===== src/core/nvm_ctrl_pkg.sv =====
package nvm_ctrl_pkg;

  // Register offsets of the control-port map
  localparam logic [11:0] OFF_TRANSFER_BUSY = 12'h0B00;
  localparam logic [11:0] OFF_DATA_ERROR = 12'h0B01;
  localparam logic [11:0] OFF_RELOAD_UNLOCK = 12'h0B02;
  localparam logic [11:0] OFF_SAVE_TRIGGER = 12'h0B03;
  localparam logic [11:0] OFF_UPDATE_STROBE = 12'h0232;
  localparam logic [11:0] OFF_STATUS_SEL = 12'h001D;

  // Field positions
  localparam int BIT_BUSY = 0;
  localparam int BIT_ERROR = 0;
  localparam int BIT_UNLOCK = 0;
  localparam int BIT_RELOAD = 1;
  localparam int BIT_SAVE = 0;
  localparam int BIT_UPDATE = 0;
  localparam int BIT_STATUS_SEL = 7;
  localparam int BIT_OPCODE = 7;

  // Values after reset
  localparam logic RST_UNLOCK = 1'b0;
  localparam logic [7:0] RST_STATUS_SEL = 8'h00;

  // Buffer segment command encoding
  localparam logic [11:0] SEG_BASE = 12'h0A00;
  localparam logic [7:0] OP_APPLY = 8'h80;
  localparam logic [7:0] OP_END = 8'hFF;

  // Settle time between transfers, in ns, and in clock cycles at 8 ns
  localparam int CLK_PERIOD_NS = 8;
  localparam int SETTLE_NS = 10000;
  localparam int SETTLE_CYC = (SETTLE_NS + CLK_PERIOD_NS - 1) / CLK_PERIOD_NS;

  typedef enum logic [2:0] {
    ST_IDLE, ST_CMD, ST_ADDR_HI, ST_ADDR_LO, ST_DATA, ST_DONE
  } seq_state_e;

  typedef enum logic {DIR_SAVE, DIR_LOAD} dir_e;

  // Register-access request from the serial control port
  typedef struct packed {
    logic wr;
    logic rd;
    logic [11:0] addr;
    logic [7:0] wdata;
  } reg_req_s;

  // Port to the buffer bank and nonvolatile array
  typedef struct packed {
    logic buf_rd;
    logic buf_wr;
    logic [11:0] buf_addr;
    logic [7:0] buf_wdata;
    logic nvm_rd;
    logic nvm_wr;
    logic [11:0] nvm_addr;
    logic [7:0] nvm_wdata;
  } mem_req_s;

endpackage


===== src/core/nvm_sync2.sv =====
`timescale 1ns/1ps
// Two-stage synchroniser for a level coming from a pin
module nvm_sync2 (
  input wire logic sys_clk,
  input wire logic reset_n,
  input wire logic din,
  output logic dout
);
  logic meta_q;

  // First stage feeds only the second
  always_ff @(posedge sys_clk or negedge reset_n) begin
    if (!reset_n) begin
      meta_q <= 1'b0;
      dout <= 1'b0;
    end else begin
      meta_q <= din;
      dout <= meta_q;
    end
  end
endmodule


===== src/core/nvm_config_save_load_control.sv =====
`timescale 1ns/1ps
module nvm_config_save_load_control (
  input wire logic sys_clk,
  input wire logic reset_n,
  input wire nvm_ctrl_pkg::reg_req_s req,
  output logic [7:0] rdata,
  input wire logic nvm_load_sel_pin,
  input wire logic [7:0] buf_rdata,
  input wire logic [7:0] nvm_rdata,
  input wire logic nvm_parity_ok,
  output nvm_ctrl_pkg::mem_req_s mem,
  output logic apply_strobe,
  output logic soft_reset,
  output logic status_pin
);
  import nvm_ctrl_pkg::*;

  typedef struct packed {
    seq_state_e st;
    dir_e dir;
    logic busy;
    logic err;
    logic unlock;
    logic save_bit;
    logic [7:0] status_sel;
    logic [11:0] seg_ptr;
    logic [11:0] dst_addr;
    logic [11:0] nvm_ptr;
    logic [6:0] count;
    logic [13:0] settle;
    logic [7:0] rdata;
    logic apply;
    logic soft_rst;
    logic status_pin;
    logic rd_pend;
    mem_req_s mem;
  } state_s;

  state_s s_q, s_d;
  logic load_sel_sync;

  nvm_sync2 u_load_sync (
    .sys_clk(sys_clk),
    .reset_n(reset_n),
    .din(nvm_load_sel_pin),
    .dout(load_sel_sync)
  );

  // Next-state: register file, command sequencer and strobes
  always_comb begin
    logic [7:0] rd;
    logic [7:0] byte_in;
    rd = 8'h00;
    byte_in = (s_q.dir == DIR_SAVE) ? buf_rdata : nvm_rdata;
    s_d = s_q;
    s_d.apply = 1'b0;
    s_d.soft_rst = 1'b0;
    s_d.mem = '0;
    if (s_q.settle != '0) begin
      s_d.settle = s_q.settle - 14'd1;
    end

    // Register reads; unused bits read zero
    if (req.addr == OFF_TRANSFER_BUSY) begin
      rd[BIT_BUSY] = s_q.busy;
    end else if (req.addr == OFF_DATA_ERROR) begin
      rd[BIT_ERROR] = s_q.err;
    end else if (req.addr == OFF_RELOAD_UNLOCK) begin
      rd[BIT_UNLOCK] = s_q.unlock;
    end else if (req.addr == OFF_SAVE_TRIGGER) begin
      rd[BIT_SAVE] = s_q.save_bit;
    end else if (req.addr == OFF_STATUS_SEL) begin
      rd = s_q.status_sel;
    end
    if (req.rd) begin
      s_d.rdata = rd;
    end

    // Register writes
    if (req.wr) begin
      if (req.addr == OFF_RELOAD_UNLOCK) begin
        s_d.unlock = req.wdata[BIT_UNLOCK];
        // Reload only from idle, and only when the pin selects storage
        if (req.wdata[BIT_RELOAD] && !load_sel_sync &&
            s_q.st == ST_IDLE) begin
          s_d.soft_rst = 1'b1;
          s_d.st = ST_CMD;
          s_d.dir = DIR_LOAD;
          s_d.busy = 1'b1;
          s_d.err = 1'b0;
          s_d.seg_ptr = SEG_BASE;
          s_d.nvm_ptr = '0;
        end
      end else if (req.addr == OFF_SAVE_TRIGGER) begin
        // Locked or already running: request dropped, busy untouched
        if (req.wdata[BIT_SAVE] && s_q.unlock &&
            s_q.st == ST_IDLE) begin
          s_d.save_bit = 1'b1;
          s_d.st = ST_CMD;
          s_d.dir = DIR_SAVE;
          s_d.busy = 1'b1;
          s_d.err = 1'b0;
          s_d.seg_ptr = SEG_BASE;
          s_d.nvm_ptr = '0;
        end
      end else if (req.addr == OFF_UPDATE_STROBE) begin
        s_d.apply = req.wdata[BIT_UPDATE];
      end else if (req.addr == OFF_STATUS_SEL) begin
        s_d.status_sel = req.wdata;
      end
    end

    // Sequencer: each step issues a read, data returns next cycle
    case (s_q.st)
      ST_IDLE: begin
        s_d.rd_pend = 1'b0;
      end
      ST_CMD: begin
        if (!s_q.rd_pend) begin
          s_d.mem.nvm_rd = (s_q.dir == DIR_LOAD);
          s_d.mem.nvm_addr = s_q.nvm_ptr;
          s_d.mem.buf_rd = (s_q.dir == DIR_SAVE);
          s_d.mem.buf_addr = s_q.seg_ptr;
          s_d.rd_pend = 1'b1;
        end else begin
          s_d.rd_pend = 1'b0;
          if (s_q.dir == DIR_SAVE) begin
            s_d.mem.nvm_wr = s_q.unlock;
            s_d.mem.nvm_addr = s_q.nvm_ptr;
            s_d.mem.nvm_wdata = byte_in;
          end
          s_d.nvm_ptr = s_q.nvm_ptr + 12'd1;
          s_d.seg_ptr = s_q.seg_ptr + 12'd1;
          if (!byte_in[BIT_OPCODE]) begin
            s_d.count = byte_in[6:0];
            s_d.st = ST_ADDR_HI;
          end else if (byte_in == OP_END) begin
            s_d.st = ST_DONE;
          end else if (byte_in == OP_APPLY) begin
            s_d.apply = 1'b1;
          end else begin
            s_d.err = 1'b1;
            s_d.st = ST_DONE;
          end
          // Walking off the segment means no end code was present
          if (s_q.seg_ptr[7:0] == 8'hFF && byte_in != OP_END) begin
            s_d.err = 1'b1;
            s_d.st = ST_DONE;
          end
        end
      end
      ST_ADDR_HI, ST_ADDR_LO, ST_DATA: begin
        if (!s_q.rd_pend) begin
          s_d.mem.nvm_rd = (s_q.dir == DIR_LOAD) || (s_q.st == ST_DATA &&
            s_q.dir == DIR_LOAD);
          s_d.mem.nvm_addr = s_q.nvm_ptr;
          s_d.mem.buf_rd = (s_q.dir == DIR_SAVE);
          s_d.mem.buf_addr = (s_q.st == ST_DATA) ? s_q.dst_addr : s_q.seg_ptr;
          s_d.rd_pend = 1'b1;
        end else begin
          s_d.rd_pend = 1'b0;
          s_d.nvm_ptr = s_q.nvm_ptr + 12'd1;
          if (s_q.dir == DIR_SAVE) begin
            s_d.mem.nvm_wr = s_q.unlock;
            s_d.mem.nvm_addr = s_q.nvm_ptr;
            s_d.mem.nvm_wdata = byte_in;
          end else if (s_q.st == ST_DATA) begin
            s_d.mem.buf_wr = 1'b1;
            s_d.mem.buf_addr = s_q.dst_addr;
            s_d.mem.buf_wdata = byte_in;
            if (!nvm_parity_ok) begin
              s_d.err = 1'b1;
            end
          end
          if (s_q.st == ST_ADDR_HI) begin
            s_d.dst_addr[11:8] = byte_in[3:0];
            s_d.seg_ptr = s_q.seg_ptr + 12'd1;
            s_d.st = ST_ADDR_LO;
          end else if (s_q.st == ST_ADDR_LO) begin
            s_d.dst_addr[7:0] = byte_in;
            s_d.seg_ptr = s_q.seg_ptr + 12'd1;
            s_d.st = ST_DATA;
          end else begin
            s_d.dst_addr = s_q.dst_addr + 12'd1;
            s_d.count = s_q.count - 7'd1;
            if (s_q.count == '0) begin
              s_d.st = ST_CMD;
            end
          end
        end
      end
      default: begin
        // Finish: drop busy and the save bit together
        s_d.busy = 1'b0;
        s_d.save_bit = 1'b0;
        s_d.settle = 14'(SETTLE_CYC);
        s_d.st = ST_IDLE;
      end
    endcase

    s_d.status_pin = s_d.status_sel[BIT_STATUS_SEL] & s_d.busy;
  end

  // All state except the pin synchroniser in one register
  always_ff @(posedge sys_clk or negedge reset_n) begin
    if (!reset_n) begin
      s_q <= '{st: ST_IDLE, dir: DIR_SAVE, unlock: RST_UNLOCK,
               status_sel: RST_STATUS_SEL, default: '0};
    end else begin
      s_q <= s_d;
    end
  end

  assign rdata = s_q.rdata;
  assign mem = s_q.mem;
  assign apply_strobe = s_q.apply;
  assign soft_reset = s_q.soft_rst;
  assign status_pin = s_q.status_pin;

  a_locked_save: assert property (@(posedge sys_clk) disable iff (!reset_n)
    (req.wr && req.addr == OFF_SAVE_TRIGGER && !s_q.unlock && !s_q.busy)
    |=> !s_q.busy) else $error("locked save started");
  a_no_locked_write: assert property (@(posedge sys_clk)
    disable iff (!reset_n) s_q.mem.nvm_wr |-> $past(s_q.unlock))
    else $error("storage written while locked");
  a_save_bit_busy: assert property (@(posedge sys_clk) disable iff (!reset_n)
    s_q.save_bit |-> s_q.busy) else $error("save bit without busy");
  a_status_pin: assert property (@(posedge sys_clk) disable iff (!reset_n)
    status_pin == (s_q.status_sel[BIT_STATUS_SEL] && s_q.busy))
    else $error("status pin mismatch");
  a_update_next: assert property (@(posedge sys_clk) disable iff (!reset_n)
    (req.wr && req.addr == OFF_UPDATE_STROBE && req.wdata[BIT_UPDATE])
    |=> apply_strobe) else $error("update strobe late");
  a_update_clear: assert property (@(posedge sys_clk) disable iff (!reset_n)
    (apply_strobe && !(req.wr && req.addr == OFF_UPDATE_STROBE))
    ##0 (s_q.st == ST_IDLE) |=> !apply_strobe)
    else $error("update strobe stuck");
  a_reload_pulse: assert property (@(posedge sys_clk) disable iff (!reset_n)
    soft_reset |-> ##1 (!soft_reset && s_q.busy && s_q.dir == DIR_LOAD))
    else $error("reload not single pulse");
  a_save_starts: assert property (@(posedge sys_clk) disable iff (!reset_n)
    (req.wr && req.addr == OFF_SAVE_TRIGGER && req.wdata[BIT_SAVE] &&
     s_q.unlock && s_q.st == ST_IDLE) |=> (s_q.busy && s_q.save_bit))
    else $error("save did not start");
  a_busy_read: assert property (@(posedge sys_clk) disable iff (!reset_n)
    (req.rd && req.addr == OFF_TRANSFER_BUSY) |=>
    rdata[BIT_BUSY] == $past(s_q.busy)) else $error("busy read wrong");
endmodule


===== config.mk =====
export PLATFORM = sky130hd
export DESIGN_NAME = nvm_config_save_load_control
export DESIGN_NICKNAME = d
export VERILOG_FILES = /design/src/core/nvm_ctrl_pkg.sv /design/src/core/nvm_sync2.sv /design/src/core/nvm_config_save_load_control.sv
export SDC_FILE = /design/constraint.sdc
export NUM_CORES = 1
export LEC_CHECK = 0
export BUFFER_PORTS_ARGS = -buffer_cell sky130_fd_sc_hd__buf_2
export CAP_MARGIN = 10
export CELL_PAD_IN_SITES_DETAIL_PLACEMENT = 1
export CELL_PAD_IN_SITES_GLOBAL_PLACEMENT = 1
export CORE_MARGIN = 2
export CORE_UTILIZATION = 30
export CTS_BUF_LIST = sky130_fd_sc_hd__clkbuf_8
export CTS_CLUSTER_SIZE = 20
export DETAILED_ROUTE_END_ITERATION = 8
export PLACE_DENSITY_LB_ADDON = 0.3
export SYNTH_ARGS = -nofsm -noshare
export SYNTH_HDL_FRONTEND = slang
export SYNTH_SLANG_ARGS = --single-unit

===== constraint.sdc =====
create_clock -name sys_clk -period 4.74 [get_ports sys_clk]
set_input_delay 0.948 -clock sys_clk [delete_from_list [all_inputs] [get_ports sys_clk]]
set_output_delay 0.948 -clock sys_clk [all_outputs]
set_load 0.02 [all_outputs]

# Word-level counts from Yosys, hierarchy flattened
# Index checks and enable logic that the tools add are counted.
[classes] addsub=4 mul=0 div=0 order_cmp=0 n_eq_ne=25 shift=0 n_mux=98 bitwise_logic=6 reduce_logical=24
[op_table] operator="$mux W12" count=15
[op_table] operator="$mux W8" count=10
[op_table] operator="$mux W21" count=3
[op_table] operator="$mux W7" count=7
[op_table] operator="$eq A12 B12 Y1 const B" count=4
[op_table] operator="$pmux W12 S2" count=2
[op_table] operator="$pmux W22 S2" count=1
[op_table] operator="$mux W43" count=1
[op_table] operator="$pmux W19 S2" count=1
[op_table] operator="$add A12 B1 Y12 const B" count=3
[op_table] operator="$mux W1" count=36
[op_table] operator="$mux W28" count=1
[op_table] operator="$mux W3" count=9
[op_table] operator="$eq A8 B8 Y1 const B" count=3
[op_table] operator="$mux W6" count=4
[op_table] operator="$mux W19" count=1
[op_table] operator="$mux W16" count=1
[op_table] operator="$ne A2 B2 Y1 const B" count=7
[op_table] operator="$eq A12 B10 Y1 const B" count=1
[op_table] operator="$eq A12 B5 Y1 const B" count=1
[op_table] operator="$mux W9" count=1
[op_table] operator="$pmux W3 S3" count=1
[op_table] operator="$ne A2 B1 Y1 const B" count=4
[op_table] operator="$ne A8 B8 Y1 const B" count=1
[op_table] operator="other kinds (23)" count=39
[totals] regBits=117 latch_bits=0 mem_bits_rw=0 romBits=0 in_bits=42 output_inout_bits=55 wordCells=185 memories=0

# Depth between registers and ports, before layout
[logic_depth] word_depth=12 ltp_mapped=8 mapped_depth_nobuf=6

# Modules after synthesis
# A second synthesis with hierarchy kept.
[hier_totals] hier_cells=592 hier_area_um2=5869.4
[by_module_without_submodules] mod="nvm_config_save_load_control" n_inst=1 cells_per_inst=590 area_each_um2=5819.3 seq_area_each_um2=2877.8
[by_module_without_submodules] mod="nvm_sync2" n_inst=1 cells_per_inst=2 area_each_um2=50.0 seq_area_each_um2=50.0

# Worst setup path before layout
# Ideal clock, no wire load.
[synth_timing] kind="input to register" startpoint="in req[8] (netlist name)" endpoint="reg s_q (netlist bit status_pin)" setup_ns=0.119 arrival_time_ns=2.158 t_required_ns=4.621 setup_slack_ns=2.463 cell_stages=6 n_path_buf=1 cell_sequence="buf_2 and4b_1 and4_1 nand2_1 mux2_2 and2_1"
[synth_rtl] element="start: declaration" line="nvm_config_save_load_control.sv:5" rtl="input wire nvm_ctrl_pkg::reg_req_s req,"
[synth_rtl] element="end signal: assignment" line="nvm_config_save_load_control.sv:207" rtl="s_q <= '{st: ST_IDLE, dir: DIR_SAVE, unlock: RST_UNLOCK,"
[synth_rtl] element="end: declaration" line="nvm_config_save_load_control.sv:39" rtl="state_s s_q, s_d;"

# Final worst setup path
[layout_timing] startpoint="reg s_q[128] (netlist name)" endpoint="reg s_q[92] (netlist name)"
[layout_via] elab_chain_len=3
[layout_rtl] element="$eq A3 B3 Y1 (tied with other cells)" line="nvm_config_save_load_control.sv:114" rtl="case (s_q.st)"
[layout_rtl] element="$reduce_or A3 Y1 or $not A1 Y1 (tied branches)"
[layout_rtl] element="$reduce_and A3 Y1 (no line)"
# Several ways; a longest one is shown, not always the timed one.
# A chain may end at the register's enable or synchronous reset.

==> metrics.txt <==
# TYPE chip_impl_metric gauge
chip_impl_metric{name="ctsResizeCount",unit=""} 0
chip_impl_metric{name="die_area",unit="sq mm"} 0.02066
chip_impl_metric{name="num_rows",unit=""} 51
chip_impl_metric{name="report.final.setup_viol",unit=""} 0
chip_impl_metric{name="n_fill_cell",unit=""} 2214
chip_impl_metric{name="cts_hold_buffers",unit=""} 0
chip_impl_metric{name="crit_fanout",unit=""} 16
chip_impl_metric{name="post-dp-hpwl",unit="mm"} 11.49
chip_impl_info{name="synth_flop_cell",value="dfrtp_1"} 1
chip_impl_metric{name="synth-seq-area-share",unit="%"} 49.99
chip_impl_info{name="status",value="finished, final reports clean"} 1
chip_impl_metric{name="period_needed",unit="ns"} 2.570
chip_impl_info{name="start_kind",value="register"} 1
chip_impl_metric{name="multiInputGateArea",unit="sq mm"} 0.002359
chip_impl_metric{name="post_dr_vias_cell",unit=""} 4.998
chip_impl_info{name="timing.critical_path.to_type",value="register"} 1
chip_impl_metric{name="detail_route.wl_per_cell",unit="um"} 17.37
chip_impl_metric{name="max_slew.worst_pin.slew",unit="ns"} 1.049
chip_impl_info{name="crit_family",value="compound AO/OA/AOI/OAI gates"} 1
chip_impl_metric{name="layout-area-overhead-vs-synth",unit="%"} 11.41
chip_impl_metric{name="synthCells",unit=""} 590
chip_impl_metric{name="drtPass1Iterations",unit=""} 4
chip_impl_metric{name="worst_path_largest_cell_delay",unit="ns"} 0.78
chip_impl_info{name="cts_tree",value="yes"} 1
chip_impl_metric{name="num_vias",unit=""} 4523
chip_impl_metric{name="syn-cell-area",unit="sq mm"} 0.005857
chip_impl_info{name="clock_tree.root_cell",value="clkbuf_8"} 1
chip_impl_metric{name="finalSetupTns",unit="ns"} 0
chip_impl_metric{name="timing.final.max_slew_violations",unit=""} 0
chip_impl_info{name="crit_top_cell",value="nor2b_1"} 1
chip_impl_metric{name="report.final.hold_viol_count",unit=""} 0
chip_impl_metric{name="max-slew-margin-rel",unit="%"} 29.88
chip_impl_metric{name="power.density_cell_area",unit="mW/mm^2"} 307.6
chip_impl_metric{name="grt_max_degree",unit=""} 48
chip_impl_metric{name="cp_num_buf_inv",unit=""} 0
chip_impl_metric{name="final_area",unit="sq mm"} 0.006525
chip_impl_metric{name="synth_cell_types",unit=""} 61
chip_impl_metric{name="detailroute.wirelength.met2",unit="mm"} 7.463
chip_impl_metric{name="postCtsSetupBuffers",unit=""} 0
chip_impl_metric{name="timing.max_cap.violations",unit=""} 0
chip_impl_metric{name="grt_remaining_overflow",unit=""} 0
chip_impl_metric{name="first_global_vias",unit=""} 4819
chip_impl_metric{name="grt_first_pass_wirelength",unit="mm"} 25.19
chip_impl_metric{name="average_footprint_of_a_synthesized_cell",unit="sq um"} 9.927
chip_impl_metric{name="finalCritPeriodShare",unit="%"} 54.22
chip_impl_metric{name="critPathArrivalTime",unit="ns"} 2.90
chip_impl_metric{name="wl_met3",unit="um"} 534
chip_impl_metric{name="gp_routability_congestion",unit=""} 0.8441
chip_impl_info{name="timing.critical_path.cells",value="nor2b_1 -> o21ai_1 -> nor2b_1 -> o21a_1 -> o22a_1"} 1
chip_impl_metric{name="placed_area",unit="sq mm"} 0.006176
chip_impl_metric{name="cellLeakagePower",unit="nW"} 3.154
chip_impl_metric{name="final_nets",unit=""} 674
chip_impl_metric{name="drt-met1-wl",unit="mm"} 7.196
chip_impl_metric{name="synth_fp_nets",unit=""} 637
chip_impl_metric{name="design.portCount",unit=""} 97
chip_impl_metric{name="die_height",unit="um"} 143.7
chip_impl_metric{name="gr-usage-all-layers",unit="%"} 15.81
chip_impl_metric{name="worst_ep_required_time",unit="ns"} 5.07
chip_impl_info{name="holdCritPathClass",value="reg -> reg"} 1
chip_impl_metric{name="synth.yosys.warnings",unit=""} 0
chip_impl_metric{name="layout-drive-gt1-share",unit="%"} 23.44
chip_impl_metric{name="final_antenna_violating_net_count",unit=""} 0
chip_impl_metric{name="synth.ff_latch_count",unit=""} 117
chip_impl_info{name="criticalPathCategory",value="reg -> reg"} 1
chip_impl_info{name="crit_path_top_delay_cell",value="o21ai_1"} 1
chip_impl_metric{name="die-width",unit="um"} 143.7
chip_impl_info{name="unrepaired_setup_endpoints_after_global_routing",value="false"} 1
chip_impl_metric{name="clkSlewWorstSetupHoldPaths",unit="ns"} 0.07
chip_impl_metric{name="initial_drc_count",unit=""} 163
chip_impl_metric{name="cts_buffer_depth",unit=""} 2
chip_impl_info{name="routed.top_layer",value="met4"} 1
chip_impl_metric{name="numCtsBuffers",unit=""} 17
chip_impl_metric{name="worstSkewPairLatency",unit="ns"} 0.45
chip_impl_metric{name="seq_area",unit="sq mm"} 0.002928
chip_impl_metric{name="initial_utilization",unit="%"} 30.29
chip_impl_metric{name="core_area",unit="sq mm"} 0.01933
chip_impl_metric{name="synth_enable_flop_cells",unit=""} 0
chip_impl_metric{name="io_buffers",unit=""} 96
chip_impl_metric{name="ys_async_sr_fraction",unit="%"} 100.0
chip_impl_metric{name="drc_errors",unit=""} 0
chip_impl_metric{name="grt_antenna_before_repair",unit=""} 0
chip_impl_metric{name="total_number_of_h_tree_levels",unit=""} 4
chip_impl_metric{name="antennaDiodeCount",unit=""} 0
chip_impl_metric{name="totalWireLength",unit="mm"} 15.72
chip_impl_metric{name="clk_sinks",unit=""} 117
chip_impl_metric{name="highest_clock_rate",unit="MHz"} 389.1
chip_impl_metric{name="peakVddDrop",unit="uV"} 159.9
chip_impl_metric{name="finClkSkew",unit="ns"} 0.009744
layout make-up:
type | count | share of cell area, %
multi-input combinational | 379 | 36.15
clock buffer | 21 | 4.430
timing repair buffer | 100 | 7.862
clock inverter | 11 | 0.9204
inverter | 12 | 0.6903
sequential | 117 | 44.87
tap | 265 | 5.081
layout by cell type (no fill, tap or decap), drive strengths merged, types with 20 or more instances in the layout:
cell type  netlist  layout
nand2           52      52
a21oi           23      23
and2            20      20
clkbuf          17      21
dfrtp          117     117
buf             65     100
nor2            28      28
o21ai           38      38
nand3           28      28
and3            29      29
metal layers:
layer | up-vias | GRT usage [%]
met4 | 0 | 8.050
met3 | 35 | 3.199
met2 | 101 | 25.71
met5 | - | 0
met1 | 2269 | 19.95
li1 | 2118 | -
registers in the layout (all words and copies together), names as in the netlist:
| name | cells |
|---|---|
| s_q | 60 |
| mem | 44 |
| rdata | 8 |
| apply_strobe | 1 |
| soft_reset | 1 |
| status_pin | 1 |
| u_load_sync.dout | 1 |
| u_load_sync.meta_q | 1 |
cell usage after synthesis (4+ instances only):
master / n / area share (%)
and3_1: 29 / 3.1
a21oi_1: 23 / 2.0
nand2b_1: 8 / 0.85
and2_1: 20 / 2.1
xor2_1: 5 / 0.75
nand2_1: 52 / 3.3
o22a_1: 5 / 0.75
ha_1: 5 / 1.1
buf_4: 54 / 6.9
o21a_1: 7 / 0.90
inv_1: 12 / 0.77
nor2b_1: 8 / 0.85
a31oi_1: 4 / 0.43
nand4_1: 13 / 1.4
nor3_1: 16 / 1.4
clkbuf_1: 17 / 1.1
dfrtp_1: 117 / 50
nor2_1: 27 / 1.7
buf_2: 10 / 0.85
o21ai_0: 35 / 3.0
mux2i_1: 7 / 1.2
a22o_1: 17 / 2.5
mux2_2: 13 / 2.5
o22ai_1: 4 / 0.43
nand3_1: 28 / 2.4
stage by stage:
stage,hold slack (ns),setup slack (ns),power [W],utilization (%),std cells
floorplan,0.3312,2.463,0.001133,-,590
global placement,0.3401,1.892,0.001213,31.94,873
detailed placement,0.3497,1.734,0.001215,31.94,873
CTS,0.3662,2.182,0.002039,33.75,905
global route,0.3695,1.988,0.002095,33.75,905
finish,0.3589,2.170,0.002007,33.75,905
report_power, final:
group | internal (W) | switching, W
registers | 0.00101 | 0.00000354
clock network | 0.000406 | 0.000406
logic | 0.0000550 | 0.000131
worst reg2reg max path, cell delays in order (launching register included):
cell,delay (ns)
dfrtp_1,0.70
nor2b_1,0.23
o21ai_1,0.78
nor2b_1,0.36
o21a_1,0.21
o22a_1,0.18
final timing paths:
check	from	to	slack (ns)	depth (start not counted)
worst min register to register	u_load_sync.meta_q	u_load_sync.dout	0.36	0
worst max register to register	s_q[128]	s_q[92]	2.17	5
min in group asynchronous	reset_n	s_q[119]	0.42	1
max in group asynchronous	reset_n	status_pin	3.37	2
worst max-delay path	s_q[128]	s_q[92]	2.17	5
worst min-delay path	u_load_sync.meta_q	u_load_sync.dout	0.36	0
logic make-up (layout without fill, tap and decap cells):
family	after synthesis	after routing	synth area share (%)
AO/OA/AOI/OAI	124	124	13.99
XOR/XNOR	7	7	1.047
adder cells (fa/ha/maj)	5	5	1.068
buffers and inverters	94	144	9.827
flip-flops	117	117	49.99
multiplexers	20	20	3.696
AND/OR/NAND/NOR	223	223	20.38
Power figures use the tool's default switching activity.
